**src/core/dmb_pkg.sv**
```systemverilog
// Shared constants, register map and types of the bus-master cycle sequencer.
package dmb_pkg;

	//////////////////////////////////////////////////////////////////////////////
	// Register byte offsets on the Wishbone slave port.
	localparam logic [7:0] OFF_CFG   = 8'h00;	// Mode and wait configuration.
	localparam logic [7:0] OFF_STAT  = 8'h04;	// Retry flag and busy state.
	localparam logic [7:0] OFF_ADDR  = 8'h08;	// Memory address, bits 31..1.
	localparam logic [7:0] OFF_WDATA = 8'h0C;	// Write data word.
	localparam logic [7:0] OFF_CMD   = 8'h10;	// Direction and status code; starts a cycle.
	localparam logic [7:0] OFF_RDATA = 8'h14;	// Last captured read data.

	//////////////////////////////////////////////////////////////////////////////
	// Field positions inside the registers.
	localparam int CFG_SYNC_BIT    = 0;	// Synchronous termination select.
	localparam int CFG_WAIT_LSB    = 1;	// Two wait count bits.
	localparam int CFG_LRETRY_BIT  = 3;	// Latched retry enable.
	localparam int CFG_RSAMP_BIT   = 4;	// Asynchronous retry sampling select.
	localparam int STAT_RFLAG_BIT  = 0;	// Retry status flag, write one to clear.
	localparam int STAT_BUSY_BIT   = 1;	// A memory cycle is pending or running.
	localparam int CMD_WRITE_BIT   = 0;	// One for a write cycle.
	localparam int CMD_CODE_LSB    = 1;	// Three-bit bus status code.

	//////////////////////////////////////////////////////////////////////////////
	// Reset values and fixed codes.
	localparam logic [31:0] RST_WORD  = 32'h0000_0000;	// Every register word.
	localparam logic [2:0]  CODE_IDLE = 3'h7;		// Status code shown while idle.

	// Configuration bits as the sequencer sees them.
	typedef struct packed {
		logic       retry_sampling_select;
		logic       latched_retry_enable;
		logic [1:0] wait_count_bits;
		logic       sync_bus_select;
	} dmb_cfg_t;

	// One memory request as latched at the start of a cycle.
	typedef struct packed {
		logic        write;
		logic [2:0]  code;
		logic [31:1] addr;
		logic [31:0] wdata;
	} dmb_req_t;

	// Bus states; T1, each TW, each T2 and TH last one bus clock of two system clocks.
	typedef enum logic [2:0] {ST_IDLE, ST_REQ, ST_T1, ST_TW, ST_T2, ST_TH, ST_HOLD} dmb_st_t;

	// Whole state of the sequencer.
	typedef struct packed {
		dmb_st_t     st;
		logic        ph;
		logic [1:0]  wleft;
		logic        ack_seen;
		logic        fin;
		logic        rty;
		logic        rty_set;
		logic        s1;
		logic        s2;
		logic        act;
		logic        breq;
		logic        gack_n;
		logic        gack_oe;
		logic        ecs_n;
		logic        as_n;
		logic        ads_n;
		logic        ds_n;
		logic        d_oe;
		dmb_req_t    req;
		logic [31:0] rdata;
	} dmb_mst_t;

	// Merge a written word into an old one under Wishbone byte selects.
	function automatic logic [31:0] byte_merge(logic [31:0] old, logic [31:0] nw,
		logic [3:0] sel);
		logic [31:0] r;
		r = old;
		for (int i = 0; i < 4; i++) begin
			if (sel[i]) begin
				r[i*8 +: 8] = nw[i*8 +: 8];
			end
		end
		return r;
	endfunction

endpackage

```
**src/core/dmb_regs.sv**
```systemverilog
// Wishbone register slave of the bus-master cycle sequencer.
`timescale 1ns/100ps
module dmb_regs
	import dmb_pkg::*;
(
	// Clock and reset.
	input  wire logic        clk_i,
	input  wire logic        rst_i,
	// Wishbone classic slave.
	input  wire logic        wb_cyc_i,
	input  wire logic        wb_stb_i,
	input  wire logic        wb_we_i,
	input  wire logic [7:0]  wb_adr_i,
	input  wire logic [3:0]  wb_sel_i,
	input  wire logic [31:0] wb_dat_i,
	output logic      [31:0] wb_dat_o,
	output logic             wb_ack_o,
	// Sequencer side.
	input  wire logic        busy_i,
	input  wire logic        retry_set_i,
	input  wire logic [31:0] rdata_i,
	output dmb_cfg_t         cfg_o,
	output dmb_req_t         req_o,
	output logic             start_o,
	output logic             retry_flag_o
);

	// Register state as one packed word.
	typedef struct packed {
		dmb_cfg_t    cfg;
		dmb_req_t    req;
		logic [31:0] dat;
		logic        ack;
		logic        start;
		logic        rflag;
	} dmb_rg_t;

	dmb_rg_t q_reg;		// Current register state.
	dmb_rg_t q_next;	// Next register state.
	logic    wr;		// A write takes effect at this edge.
	logic [31:0] cfgw;	// Configuration as a word.
	logic [31:0] cmdw;	// Command as a word.
	logic [31:0] adw;	// Address as a word, bit 0 zero until a write is merged in.

	//////////////////////////////////////////////////////////////////////////////
	// Decode, read mux and register updates.
	always_comb begin
		q_next = q_reg;
		q_next.start = 1'b0;
		cfgw = {27'h0, q_reg.cfg};
		cmdw = {28'h0, q_reg.req.code, q_reg.req.write};
		adw = {q_reg.req.addr, 1'b0};
		// Ack follows one cycle after the request and drops right after.
		q_next.ack = wb_cyc_i & wb_stb_i & ~q_reg.ack;
		wr = wb_cyc_i & wb_stb_i & wb_we_i & q_reg.ack;
		// Read data is prepared while the request waits for its ack.
		if (wb_adr_i == OFF_CFG) begin
			q_next.dat = cfgw;
		end else if (wb_adr_i == OFF_STAT) begin
			q_next.dat = RST_WORD;
			q_next.dat[STAT_RFLAG_BIT] = q_reg.rflag;
			q_next.dat[STAT_BUSY_BIT] = busy_i;
		end else if (wb_adr_i == OFF_ADDR) begin
			q_next.dat = {q_reg.req.addr, 1'b0};
		end else if (wb_adr_i == OFF_WDATA) begin
			q_next.dat = q_reg.req.wdata;
		end else if (wb_adr_i == OFF_CMD) begin
			q_next.dat = cmdw;
		end else if (wb_adr_i == OFF_RDATA) begin
			q_next.dat = rdata_i;
		end else begin
			// Unmapped addresses read as zero and ignore writes.
			q_next.dat = RST_WORD;
		end
		// Writes land at the edge that carries the ack.
		if (wr && wb_adr_i == OFF_CFG) begin
			cfgw = byte_merge(cfgw, wb_dat_i, wb_sel_i);
			q_next.cfg.sync_bus_select = cfgw[CFG_SYNC_BIT];
			q_next.cfg.wait_count_bits = cfgw[CFG_WAIT_LSB +: 2];
			q_next.cfg.latched_retry_enable = cfgw[CFG_LRETRY_BIT];
			q_next.cfg.retry_sampling_select = cfgw[CFG_RSAMP_BIT];
		end else if (wr && wb_adr_i == OFF_ADDR && !busy_i) begin
			// Bit 0 of the merged word is dropped on purpose: addresses are halfword aligned.
			adw = byte_merge(adw, wb_dat_i, wb_sel_i);
			q_next.req.addr = adw[31:1];
		end else if (wr && wb_adr_i == OFF_WDATA && !busy_i) begin
			q_next.req.wdata = byte_merge(q_reg.req.wdata, wb_dat_i, wb_sel_i);
		end else if (wr && wb_adr_i == OFF_CMD && !busy_i) begin
			cmdw = byte_merge(cmdw, wb_dat_i, wb_sel_i);
			q_next.req.write = cmdw[CMD_WRITE_BIT];
			q_next.req.code = cmdw[CMD_CODE_LSB +: 3];
			q_next.start = 1'b1;
		end
		// A retry event wins over a clear in the same cycle.
		if (wr && wb_adr_i == OFF_STAT && wb_sel_i[0] && wb_dat_i[STAT_RFLAG_BIT]) begin
			q_next.rflag = 1'b0;
		end
		if (retry_set_i) begin
			q_next.rflag = 1'b1;
		end
	end

	// Register the state.
	always_ff @(posedge clk_i) begin
		if (rst_i) begin
			q_reg <= '0;
		end else begin
			q_reg <= q_next;
		end
	end

	assign wb_dat_o = q_reg.dat;
	assign wb_ack_o = q_reg.ack;
	assign cfg_o = q_reg.cfg;
	assign req_o = q_reg.req;
	assign start_o = q_reg.start;
	assign retry_flag_o = q_reg.rflag;

endmodule

```
**src/core/dmb_master.sv**
```systemverilog
// Bus-master memory cycle sequencer for buffer DMA, top level.
// Function
// - Drive strobe, address, code, direction for cycle
// - Big-endian: mid T1 swap early for address strobe
// - Big sync: sample ack pair each T2 start
// - Big read: data strobe mid T1, capture final
// - Writes drive data from mid T1
// - Waited writes strobe in first wait, except little sync; zero-wait none
// - Big-endian: release strobes mid final T2
// - Big async: sample ack mid T1/T2 internally
// - Big async: terminate input at T2 start too
// - Async end 1.5 after ack, 1 after terminate
// - Little-endian: valid strobe T1 start to T1 end
// - Little sync: ready sampled at T2 end
// - Little sync: capture at T2 end, data held
// - Little async: ready sampled mid T1/T2
// - Little async: data strobe timing per direction
// - Retry ends cycle, releases bus, grant ack high
// - Unlatched retry: request bus, repeat same cycle
// - Latched retry: wait flag clear and input high
// - Retry outranks ack, terminate and ready
// - Retry sampled at T2 start or synchronised
// - Style pin high big-endian, low little-endian
// - Configuration bit picks sync or async termination
// - Insert programmed wait states after T1
// - Ignore termination inputs during all but the last programmed wait
`timescale 1ns/100ps
module dmb_master
	import dmb_pkg::*;
(
	// Clock and reset.
	input  wire logic        clk_i,
	input  wire logic        rst_i,
	// Wishbone classic slave.
	input  wire logic        wb_cyc_i,
	input  wire logic        wb_stb_i,
	input  wire logic        wb_we_i,
	input  wire logic [7:0]  wb_adr_i,
	input  wire logic [3:0]  wb_sel_i,
	input  wire logic [31:0] wb_dat_i,
	output logic      [31:0] wb_dat_o,
	output logic             wb_ack_o,
	// Bus style strap and derived bus clock.
	input  wire logic        bus_style_select_i,
	output logic             bus_clk_o,
	// Bus ownership.
	output logic             bus_request_o,
	input  wire logic        bus_grant_i,
	output logic             grant_acknowledge_n_o,
	output logic             grant_acknowledge_n_oe_o,
	// Cycle strobes and address phase.
	output logic             early_cycle_strobe_n_o,
	output logic             address_strobe_n_o,
	output logic             address_valid_strobe_n_o,
	output logic             data_strobe_n_o,
	output logic             read_write_direction_o,
	output logic             write_read_direction_o,
	output logic      [2:0]  bus_status_code_o,
	output logic      [31:1] addr_o,
	// Data bus.
	output logic      [31:0] data_o,
	output logic             data_oe_o,
	input  wire logic [31:0] data_i,
	// Termination and exception inputs, active low.
	input  wire logic [1:0]  size_ack_pair_n_i,
	input  wire logic        sync_terminate_n_i,
	input  wire logic        ready_input_n_i,
	input  wire logic        retry_request_n_i
);

	//////////////////////////////////////////////////////////////////////////////
	// Register slave.

	dmb_cfg_t cfg;		// Live configuration.
	dmb_req_t req;		// Request fields set up by software.
	logic     start;	// Pulse: software started a cycle.
	logic     rflag;	// Retry status flag.
	dmb_mst_t q_reg;	// Current sequencer state.
	dmb_mst_t q_next;	// Next sequencer state.

	dmb_regs u_regs (
		.clk_i        (clk_i),
		.rst_i        (rst_i),
		.wb_cyc_i     (wb_cyc_i),
		.wb_stb_i     (wb_stb_i),
		.wb_we_i      (wb_we_i),
		.wb_adr_i     (wb_adr_i),
		.wb_sel_i     (wb_sel_i),
		.wb_dat_i     (wb_dat_i),
		.wb_dat_o     (wb_dat_o),
		.wb_ack_o     (wb_ack_o),
		.busy_i       (q_reg.st != ST_IDLE),
		.retry_set_i  (q_reg.rty_set),
		.rdata_i      (q_reg.rdata),
		.cfg_o        (cfg),
		.req_o        (req),
		.start_o      (start),
		.retry_flag_o (rflag)
	);

	//////////////////////////////////////////////////////////////////////////////
	// Decoded modes and input conditions.

	logic bs;	// Big-endian style selected.
	logic syn;	// Synchronous termination selected.
	logic lsync;	// Little-endian synchronous mode.
	logic ack_low;	// Both size acknowledges low.
	logic pre_t2;	// Current state is the one before a T2, or a T2.
	logic enter;	// This edge starts a T2.
	logic mid_samp;	// This edge is an asynchronous mid-state sample.
	logic rty_now;	// Retry sampled at the start of this T2.
	logic rty_async;	// Synchronised retry seen inside the cycle.

	assign bs = bus_style_select_i;
	assign syn = cfg.sync_bus_select;
	assign lsync = !bs && syn;
	assign ack_low = (size_ack_pair_n_i == 2'b00);

	//////////////////////////////////////////////////////////////////////////////
	// Sequencer: phase 0 is the first half of a bus state, phase 1 the second.
	always_comb begin
		q_next = q_reg;
		q_next.ph = ~q_reg.ph;
		q_next.rty_set = 1'b0;
		// Two-stage retry synchroniser; only the second stage is looked at.
		q_next.s1 = retry_request_n_i;
		q_next.s2 = q_reg.s1;
		// Termination inputs count only from the last programmed wait on.
		pre_t2 = (q_reg.st == ST_T1 && q_reg.wleft == 2'h0) ||
			(q_reg.st == ST_TW && q_reg.wleft == 2'h1) || q_reg.st == ST_T2;
		enter = q_reg.ph && pre_t2 &&
			!(q_reg.st == ST_T2 && (q_reg.fin || lsync));
		mid_samp = !q_reg.ph && pre_t2 && !syn;
		rty_now = !cfg.retry_sampling_select && !retry_request_n_i;
		rty_async = cfg.retry_sampling_select && !q_reg.s2 &&
			((q_reg.st == ST_T1 && q_reg.ph) || q_reg.st == ST_TW ||
			q_reg.st == ST_T2);
		case (q_reg.st)
			ST_IDLE: begin
				// Latch the request so it stays put for the whole cycle.
				if (start) begin
					q_next.req = req;
					q_next.breq = 1'b1;
					q_next.st = ST_REQ;
				end
			end
			ST_REQ: begin
				// Take the bus on a state boundary once granted.
				if (q_reg.ph && bus_grant_i) begin
					q_next.st = ST_T1;
					q_next.act = 1'b1;
					q_next.ecs_n = 1'b0;
					q_next.ads_n = bs;
					q_next.ds_n = bs || syn || q_reg.req.write;
					q_next.gack_n = 1'b0;
					q_next.gack_oe = 1'b1;
					q_next.wleft = cfg.wait_count_bits;
					q_next.ack_seen = 1'b0;
					q_next.fin = 1'b0;
					q_next.rty = 1'b0;
				end
			end
			ST_T1: begin
				if (!q_reg.ph) begin
					// Middle of T1.
					q_next.ecs_n = 1'b1;
					if (bs) begin
						q_next.as_n = 1'b0;
						q_next.ds_n = q_reg.req.write;
					end
					q_next.d_oe = q_reg.req.write;
				end else begin
					// Start of the next state ends the address-valid strobe.
					q_next.ads_n = 1'b1;
					if (q_reg.wleft != 2'h0) begin
						q_next.st = ST_TW;
						if (!bs && !syn && q_reg.req.write) begin
							q_next.ds_n = 1'b0;
						end
					end
				end
			end
			ST_TW: begin
				if (!q_reg.ph) begin
					// Big-endian waited write strobes in the first wait.
					if (bs && q_reg.req.write && q_reg.wleft == cfg.wait_count_bits) begin
						q_next.ds_n = 1'b0;
					end
				end else begin
					q_next.wleft = q_reg.wleft - 2'h1;
				end
			end
			ST_T2: begin
				if (!q_reg.ph) begin
					// Middle of a final T2 releases the strobes.
					if (q_reg.fin) begin
						q_next.as_n = 1'b1;
						q_next.ds_n = 1'b1;
						if (!q_reg.req.write && !q_reg.rty && !lsync) begin
							q_next.rdata = data_i;
						end
					end
				end else if (q_reg.fin || (lsync && (q_reg.rty || !ready_input_n_i))) begin
					// End of the final T2: free the bus.
					q_next.st = ST_TH;
					q_next.act = 1'b0;
					q_next.as_n = 1'b1;
					q_next.ds_n = 1'b1;
					q_next.d_oe = 1'b0;
					q_next.gack_n = 1'b1;
					q_next.rty_set = q_reg.rty || rty_async;
					if (lsync && !q_reg.rty && !q_reg.req.write) begin
						q_next.rdata = data_i;
					end
				end
			end
			ST_TH: begin
				if (!q_reg.ph) begin
					// Grant acknowledge was high for half a bus clock; float it.
					q_next.gack_oe = 1'b0;
					q_next.breq = 1'b0;
				end else if (!q_reg.rty) begin
					q_next.st = ST_IDLE;
				end else if (cfg.latched_retry_enable) begin
					q_next.st = ST_HOLD;
				end else begin
					q_next.st = ST_REQ;
					q_next.breq = 1'b1;
				end
			end
			ST_HOLD: begin
				// Repeat only after software cleared the flag and retry went away.
				if (!rflag && retry_request_n_i) begin
					q_next.st = ST_REQ;
					q_next.breq = 1'b1;
				end
			end
			default: begin
				q_next.st = ST_IDLE;
			end
		endcase
		// Asynchronous modes sample the acknowledge at mid-state.
		if (mid_samp) begin
			q_next.ack_seen = q_reg.ack_seen | (bs ? ack_low : !ready_input_n_i);
		end
		if (rty_async) begin
			q_next.rty = 1'b1;
		end
		// Entering a T2 decides whether it is the last one.
		if (enter) begin
			q_next.st = ST_T2;
			q_next.rty = q_reg.rty | rty_now;
			if (bs && syn) begin
				q_next.fin = ack_low;
			end else if (bs) begin
				q_next.fin = q_reg.ack_seen | !sync_terminate_n_i;
			end else begin
				q_next.fin = q_reg.ack_seen;
			end
			if (q_reg.rty || rty_now || rty_async) begin
				q_next.fin = 1'b1;
				q_next.rty = 1'b1;
			end
		end
	end

	// Register the sequencer state; strobes idle high.
	always_ff @(posedge clk_i) begin
		if (rst_i) begin
			q_reg <= '{st: ST_IDLE, ph: 1'b0, wleft: 2'h0, ack_seen: 1'b0,
				fin: 1'b0, rty: 1'b0, rty_set: 1'b0, s1: 1'b1, s2: 1'b1,
				act: 1'b0, breq: 1'b0, gack_n: 1'b1, gack_oe: 1'b0,
				ecs_n: 1'b1, as_n: 1'b1, ads_n: 1'b1, ds_n: 1'b1,
				d_oe: 1'b0, req: '0, rdata: RST_WORD};
		end else begin
			q_reg <= q_next;
		end
	end

	//////////////////////////////////////////////////////////////////////////////
	// Pin outputs.

	assign bus_clk_o = ~q_reg.ph;
	assign bus_request_o = q_reg.breq;
	assign grant_acknowledge_n_o = q_reg.gack_n;
	assign grant_acknowledge_n_oe_o = q_reg.gack_oe;
	assign early_cycle_strobe_n_o = q_reg.ecs_n;
	assign address_strobe_n_o = q_reg.as_n;
	assign address_valid_strobe_n_o = q_reg.ads_n;
	assign data_strobe_n_o = q_reg.ds_n;
	assign read_write_direction_o = !(q_reg.act && q_reg.req.write);
	assign write_read_direction_o = q_reg.act && q_reg.req.write;
	assign bus_status_code_o = q_reg.act ? q_reg.req.code : CODE_IDLE;
	assign addr_o = q_reg.req.addr;
	assign data_o = q_reg.req.wdata;
	assign data_oe_o = q_reg.d_oe;
endmodule

```
**config.mk**
```make
export PLATFORM = sky130hd
export DESIGN_NAME = dmb_master
export DESIGN_NICKNAME = d
export VERILOG_FILES = /design/src/core/dmb_pkg.sv /design/src/core/dmb_regs.sv /design/src/core/dmb_master.sv
export SDC_FILE = /design/constraint.sdc
export NUM_CORES = 1
export LEC_CHECK = 0
export BUFFER_PORTS_ARGS = -buffer_cell sky130_fd_sc_hd__buf_4
export CAP_MARGIN = 20
export CORE_AREA = 2 2 143 159
export DETAILED_ROUTE_END_ITERATION = 12
export DIE_AREA = 0 0 145 161
export MAX_ROUTING_LAYER = met4
export PLACE_DENSITY = 0.69
export SLEW_MARGIN = 25
export SYNTH_ARGS = -nofsm -noshare
export SYNTH_HDL_FRONTEND = slang
export SYNTH_HIERARCHICAL = 1
export SYNTH_SLANG_ARGS = --single-unit
```
**constraint.sdc**
```tcl
create_clock -name clk_i -period 3.2 [get_ports clk_i]
set_input_delay 0.16 -clock clk_i [delete_from_list [all_inputs] [get_ports clk_i]]
set_output_delay 0.16 -clock clk_i [all_outputs]
set_load 0.05 [all_outputs]
```
After elaboration in Yosys (flattened, before gate mapping)
Cells that the tools add are included.
- register bits: 227
- latch bits: 0
- RAM bits: 0
- output and inout port bits: 110
- logic and storage cells: 292
- ROM bits: 0
- memories kept: 0
- equal/unequal tests: 45
- shift-type cells: 0
- magnitude comparators: 0
- bitwise operators: 15
- $mul: 0
- reduce and logical (&&, ||, !) cells: 114
- divide/modulo/power cells: 0
- multiplexer cells: 74
- add/subtract/negate cells: 1
- operators by type and width (kind ; number):
    2-to-1 mux 32 bit ; 9
    2-to-1 mux 3 bit ; 13
    logical AND 1 bit ; 35
    2-to-1 mux 1 bit ; 32
    inequality test 3 bit (second input constant) ; 9
    AND reduction 9 bit ; 3
    nonzero test 2 bit ; 13
    AND reduction 3 bit ; 8
    AND reduction 4 bit ; 6
    inequality test 2 bit (second input constant) ; 11
    one-hot mux 3 bit (7 select lines) ; 1
    AND reduction 5 bit ; 4
    inequality test 3 x 2 -> 1 bit (second input constant) ; 6
    equality test 8 x 4 -> 1 bit (second input constant) ; 2
    equality test 8 x 5 -> 1 bit (second input constant) ; 2
    zero test 1 bit ; 15
    2-to-1 mux 5 bit ; 3
    one-hot mux 1 bit (2 select lines) ; 7
    logical OR 1 bit ; 12
    2-to-1 mux 2 bit ; 6
    inequality test 2 x 1 -> 1 bit (second input constant) ; 6
    nonzero test 3 bit ; 4
    AND reduction 2 bit ; 5
    equality test 3 bit (second input constant) ; 3
    other kinds (19) ; 34

Logic depth before layout (Yosys ltp)
- word-level depth: 8
- gate-level depth with buffers: 8
- mapped depth without buffers: 7

Modules after synthesis
Netlist, hierarchy kept.
- by module, submodules not included (module ; area an instance (µm²) ; instances ; cells each):
    dmb_master ; 5327.6 ; 1 ; 665
    dmb_regs ; 4339.2 ; 1 ; 424

Worst setup path before layout
OpenSTA, ideal clock, no wires.
- path kind: register to register
- start: register q_reg[117] in the netlist's numbering
- end: register u_regs.q_reg (netlist bit u_regs/req_o[0])
- stages on the path, launching flop included: 9
- setup slack: 890 ps
- arrival: 2182 ps
- data required time: 3072 ps
- path buffers: 2
- library setup time: 128 ps
- cells stage by stage: dfxtp_1 -> buf_2 -> nor3_1 -> inv_1 -> clkbuf_1 -> or4bb_1 -> nor4_4 -> mux2i_1 -> nor2_1
- cells in the longest elaborated chain, start to end: 5
- elaborated cells on any way between the ends: 6
- ends and longest elaborated chain (element ; RTL line ; source):
    from (decl) ; dmb_master.sv:78 ; dmb_mst_t q_reg;
    from (signal assigned) ; dmb_master.sv:270 ; q_reg <= '{st: ST_IDLE, ph: 1'b0, wleft: 2'h0, ack_seen: 1'b0,
    from (signal assigned) ; dmb_master.sv:276 ; q_reg <= q_next;
    nonzero test 3 bit * ; dmb_master.sv:92 ; .busy_i (q_reg.st != ST_IDLE),
    zero test 1 bit * ; dmb_regs.sv:82, dmb_regs.sv:86 ;
    logical AND 1 bit ; dmb_regs.sv:82 ; end else if (wr && wb_adr_i == OFF_ADDR && !busy_i) begin
    inverter 1 bit (no source line) ; - ;
    AND reduction 4 bit (no source line) * ; - ;
    to (signal assigned) ; dmb_regs.sv:108 ; q_reg <= q_next;
    to (decl) ; dmb_regs.sv:38 ; dmb_rg_t q_reg;
Mark *: on every way between the ends. The rest lies on a longest branch, timed or not.
A chain may end at the register's enable or synchronous reset.

Final worst setup path
- start: register q_reg[119] in the netlist's numbering
- end: register u_regs.q_reg (netlist bit u_regs/req_o[21])
The elaborated chain is that of the path after synthesis.

==> flow_summary.yaml <==
pwr:
  total_leakage_power_uw: 0.00484
  p_sw_uw: 1720
  clkPwrFrac_pct: 44.1
  sw_frac_of_total_pct: 25.4
  power_frac_comb_pct: 13.0
  seqPwrFrac_pct: 42.9
  p_int_uw: 5050
  max-vdd-ir-drop_v: 0.000515
  powerDensity_nw_per_um2: 544
worst_setup_path:
  reg2reg_to: "u_regs/req_o[21]"
  crit_path_start_kind: "register"
  r2r-start: "q_reg[119]"
  cp_max_fo: 12
  cp-end-kind: "register"
  arrival_ns: 2.91
  rr_worst_depth: 6
  rrSetupSlack_ns: 0.65
  cp_data_required_time_ns: 3.56
  critPathKind: "register to register"
grt:
  grt_use_total_pct: 24.1
  overflow: 0
  antenna_found_initial: 1
  grt_pass1_vias: 8391
  grt_max_degree: 93
  grt_pass1_wl_um: 44700
placed_design:
  place_area_um2: 10900
  port_buffers: 197
  hpwl_um: 18500
  place_ws_ns: 0.672
  gp_congestion: 0.910
detailed_routing:
  wl_met1_um: 12000
  drc_errors: 0
  antenna_left: 0
  dr_total_vias: 8468
  wire_per_inst_um: 18.0
  routed-wl-met2_um: 13900
  via_per_inst: 5.38
  drt_wl_total_um: 28300
  wl_met3_um: 1600
  first_iter_violations: 529
  first_pass_iters: 5
  top_layer_used: "met4"
logic_synthesis:
  synth_top_area_cell: "dfxtp_1"
  ys_types: 65
  synthTopCellsByArea: "dfxtp_1 47%, mux2i_1 7.8%, a21oi_1 6.0%, nand2_1 5.9%, buf_4 5.4%"
  synth_top_family_by_area: "simple AND/OR/NAND/NOR gates"
  yosysTopAreaCellShare_pct: 47.0
  avgSynthCellArea_um2: 8.88
  synth-edff-count: 0
  syn_nets: 1179
  async_flop_share_pct: 0
  synth_compound_area_share_pct: 16.7
  synth-simple-area-share_pct: 18.7
  synthFlopType: "dfxtp_1"
  synth.most_common_cell: "dfxtp_1"
  synthesis.area_um2: 9670
  netlist_top_cells_count: "227 x dfxtp_1, 153 x nand2_1, 116 x a21oi_1"
  yosys.area_share.xor_xnor_pct: 0.362
  synth-adder-area-share_pct: 0.259
  synth_warnings: 6
  synth_cells: 1089
  synth_mux_area_share_pct: 7.77
  synth-seq-cells: 227
  ys_seq_area_share_pct: 47.0
clock_network:
  clk_path_buf_depth: 3
  cts_resized: 0
  cts_tree: "built"
  clock-sinks: 227
  htreeDepth: 1
  cts_setup_buffers: 0
  insertion_delay_ns: 0.51
  cts.clk_slew.worst_paths_ns: 0.06
  cts_buffers: 24
  postCtsHoldBufs: 70
  root_buffer: "clkbuf_16"
final_layout:
  regArea_um2: 4540
  nets: 1351
  multi_input_area_um2: 4270
  drive_gt1_share_pct: 22.5
  stdcell_area_um2: 12500
  largest_register_ffs: 67
  area_growth_pct: 28.9
  n_fill_cell: 1901
die:
  std_cell_rows: 57
  ios: 198
  die_y_um: 161
  die_area_um2: 23300
  initial_core_util_pct: 44.4
  die_x_um: 145
  core-area_um2: 21800
timing:
  period_minus_slack_ns: 2.55
  slew_headroom_pct: 49.4
  fin_ws_ns: 0.650
  maxClockFrequency_mhz: 392
  fin_tns_setup_ns: 0
  slew_violations: 0
  fin_skew_ns: 0.0108
  post-route-period-util_pct: 79.7
  hold_ws_ns: 0.0555
  hold_viol: 0
  rsz0062_at_grt: "false"
  tightest_slew_ns: 0.753
  setup_viol: 0
outcome:
  status: "finished clean"
hold_path:
  whs_endpoint: "u_regs/wb_dat_o[1]"
  hold_depth: 3
  hold_class: "input port to register"
  holdCritStartpoint: "wb_adr_i[2]"
flow_run:
  max_cap_viol_count: 0
## worst max-delay path by stage
stage | slack [ns] | cells after the start | end | startpoint
3_5_place_dp | 0.67 | 6 | u_regs/req_o[23] | q_reg[119]
2_1_floorplan | 0.89 | 8 | u_regs/req_o[0] | q_reg[117]
6_report | 0.65 | 6 | u_regs/req_o[21] | q_reg[119]
5_1_grt | 0.41 | 6 | u_regs/req_o[23] | q_reg[119]
3_3_place_gp | 0.78 | 6 | u_regs/req_o[21] | q_reg[119]
4_1_cts | 0.66 | 6 | u_regs/req_o[21] | q_reg[119]
## critical path, stage by stage, from the launching register on
cell	delay (ns)
dfxtp_1	0.31
nor3_1	0.34
inv_1	0.26
or4bb_1	0.57
nor4_4	0.59
mux2i_1	0.27
nor2_1	0.06
## power by group through the flow
| stage | Combinational [uW] | Clock, uW | Sequential, uW |
|---|---|---|---|
| after floorplan | 480 | 0 | 3030 |
| after global placement | 798 | 0 | 2970 |
| after detailed placement | 803 | 0 | 2970 |
| after CTS | 876 | 3040 | 2910 |
| after global routing | 951 | 3150 | 2910 |
| final | 879 | 2990 | 2910 |
## cell usage in the layout (no fill, tap or decap), drive strengths merged, types with 27 or more instances in the layout
cell / instances
dlygate4sd3: 70
nand2: 153
nor2: 92
o21ai: 45
nand3: 39
o2bb2ai: 27
a22oi: 27
clkbuf: 33
dfxtp: 227
mux2i: 75
a21oi: 117
buf: 216
## logic make-up (layout without fill, tap and decap cells)
| group | Yosys count | in the layout |
|---|---|---|
| AO/OA/AOI/OAI | 256 | 256 |
| XOR/XNOR | 4 | 4 |
| adder cells (fa/ha/maj) | 2 | 2 |
| buffers and inverters | 153 | 343 |
| flip-flops | 227 | 227 |
| multiplexers | 75 | 75 |
| other | 0 | 1 |
| AND/OR/NAND/NOR | 372 | 372 |
## layer usage
metal,vias up,GRT usage [%]
met5,-,-
met4,0,8.33
met3,62,3.59
met2,267,40.8
met1,4053,29.6
li1,4086,-
## layout make-up
class                      count  area share [%]
clock buffer                  33            5.58
multi-input combinational    709            34.3
antenna                        1          0.0201
timing repair buffer         286            19.0
tap                          295            2.96
inverter                      13           0.392
sequential                   227            36.5
clock inverter                11            1.33
## stage by stage
stage               cells  total power (uW)  utilization, %
finish               1575              6770            57.3
global route         1575              7010            57.3
CTS                  1574              6820            57.3
detailed placement   1460              3770            50.1
global placement     1460              3770            50.1
floorplan            1089              3510               -
Power figures use the tool's default switching activity.
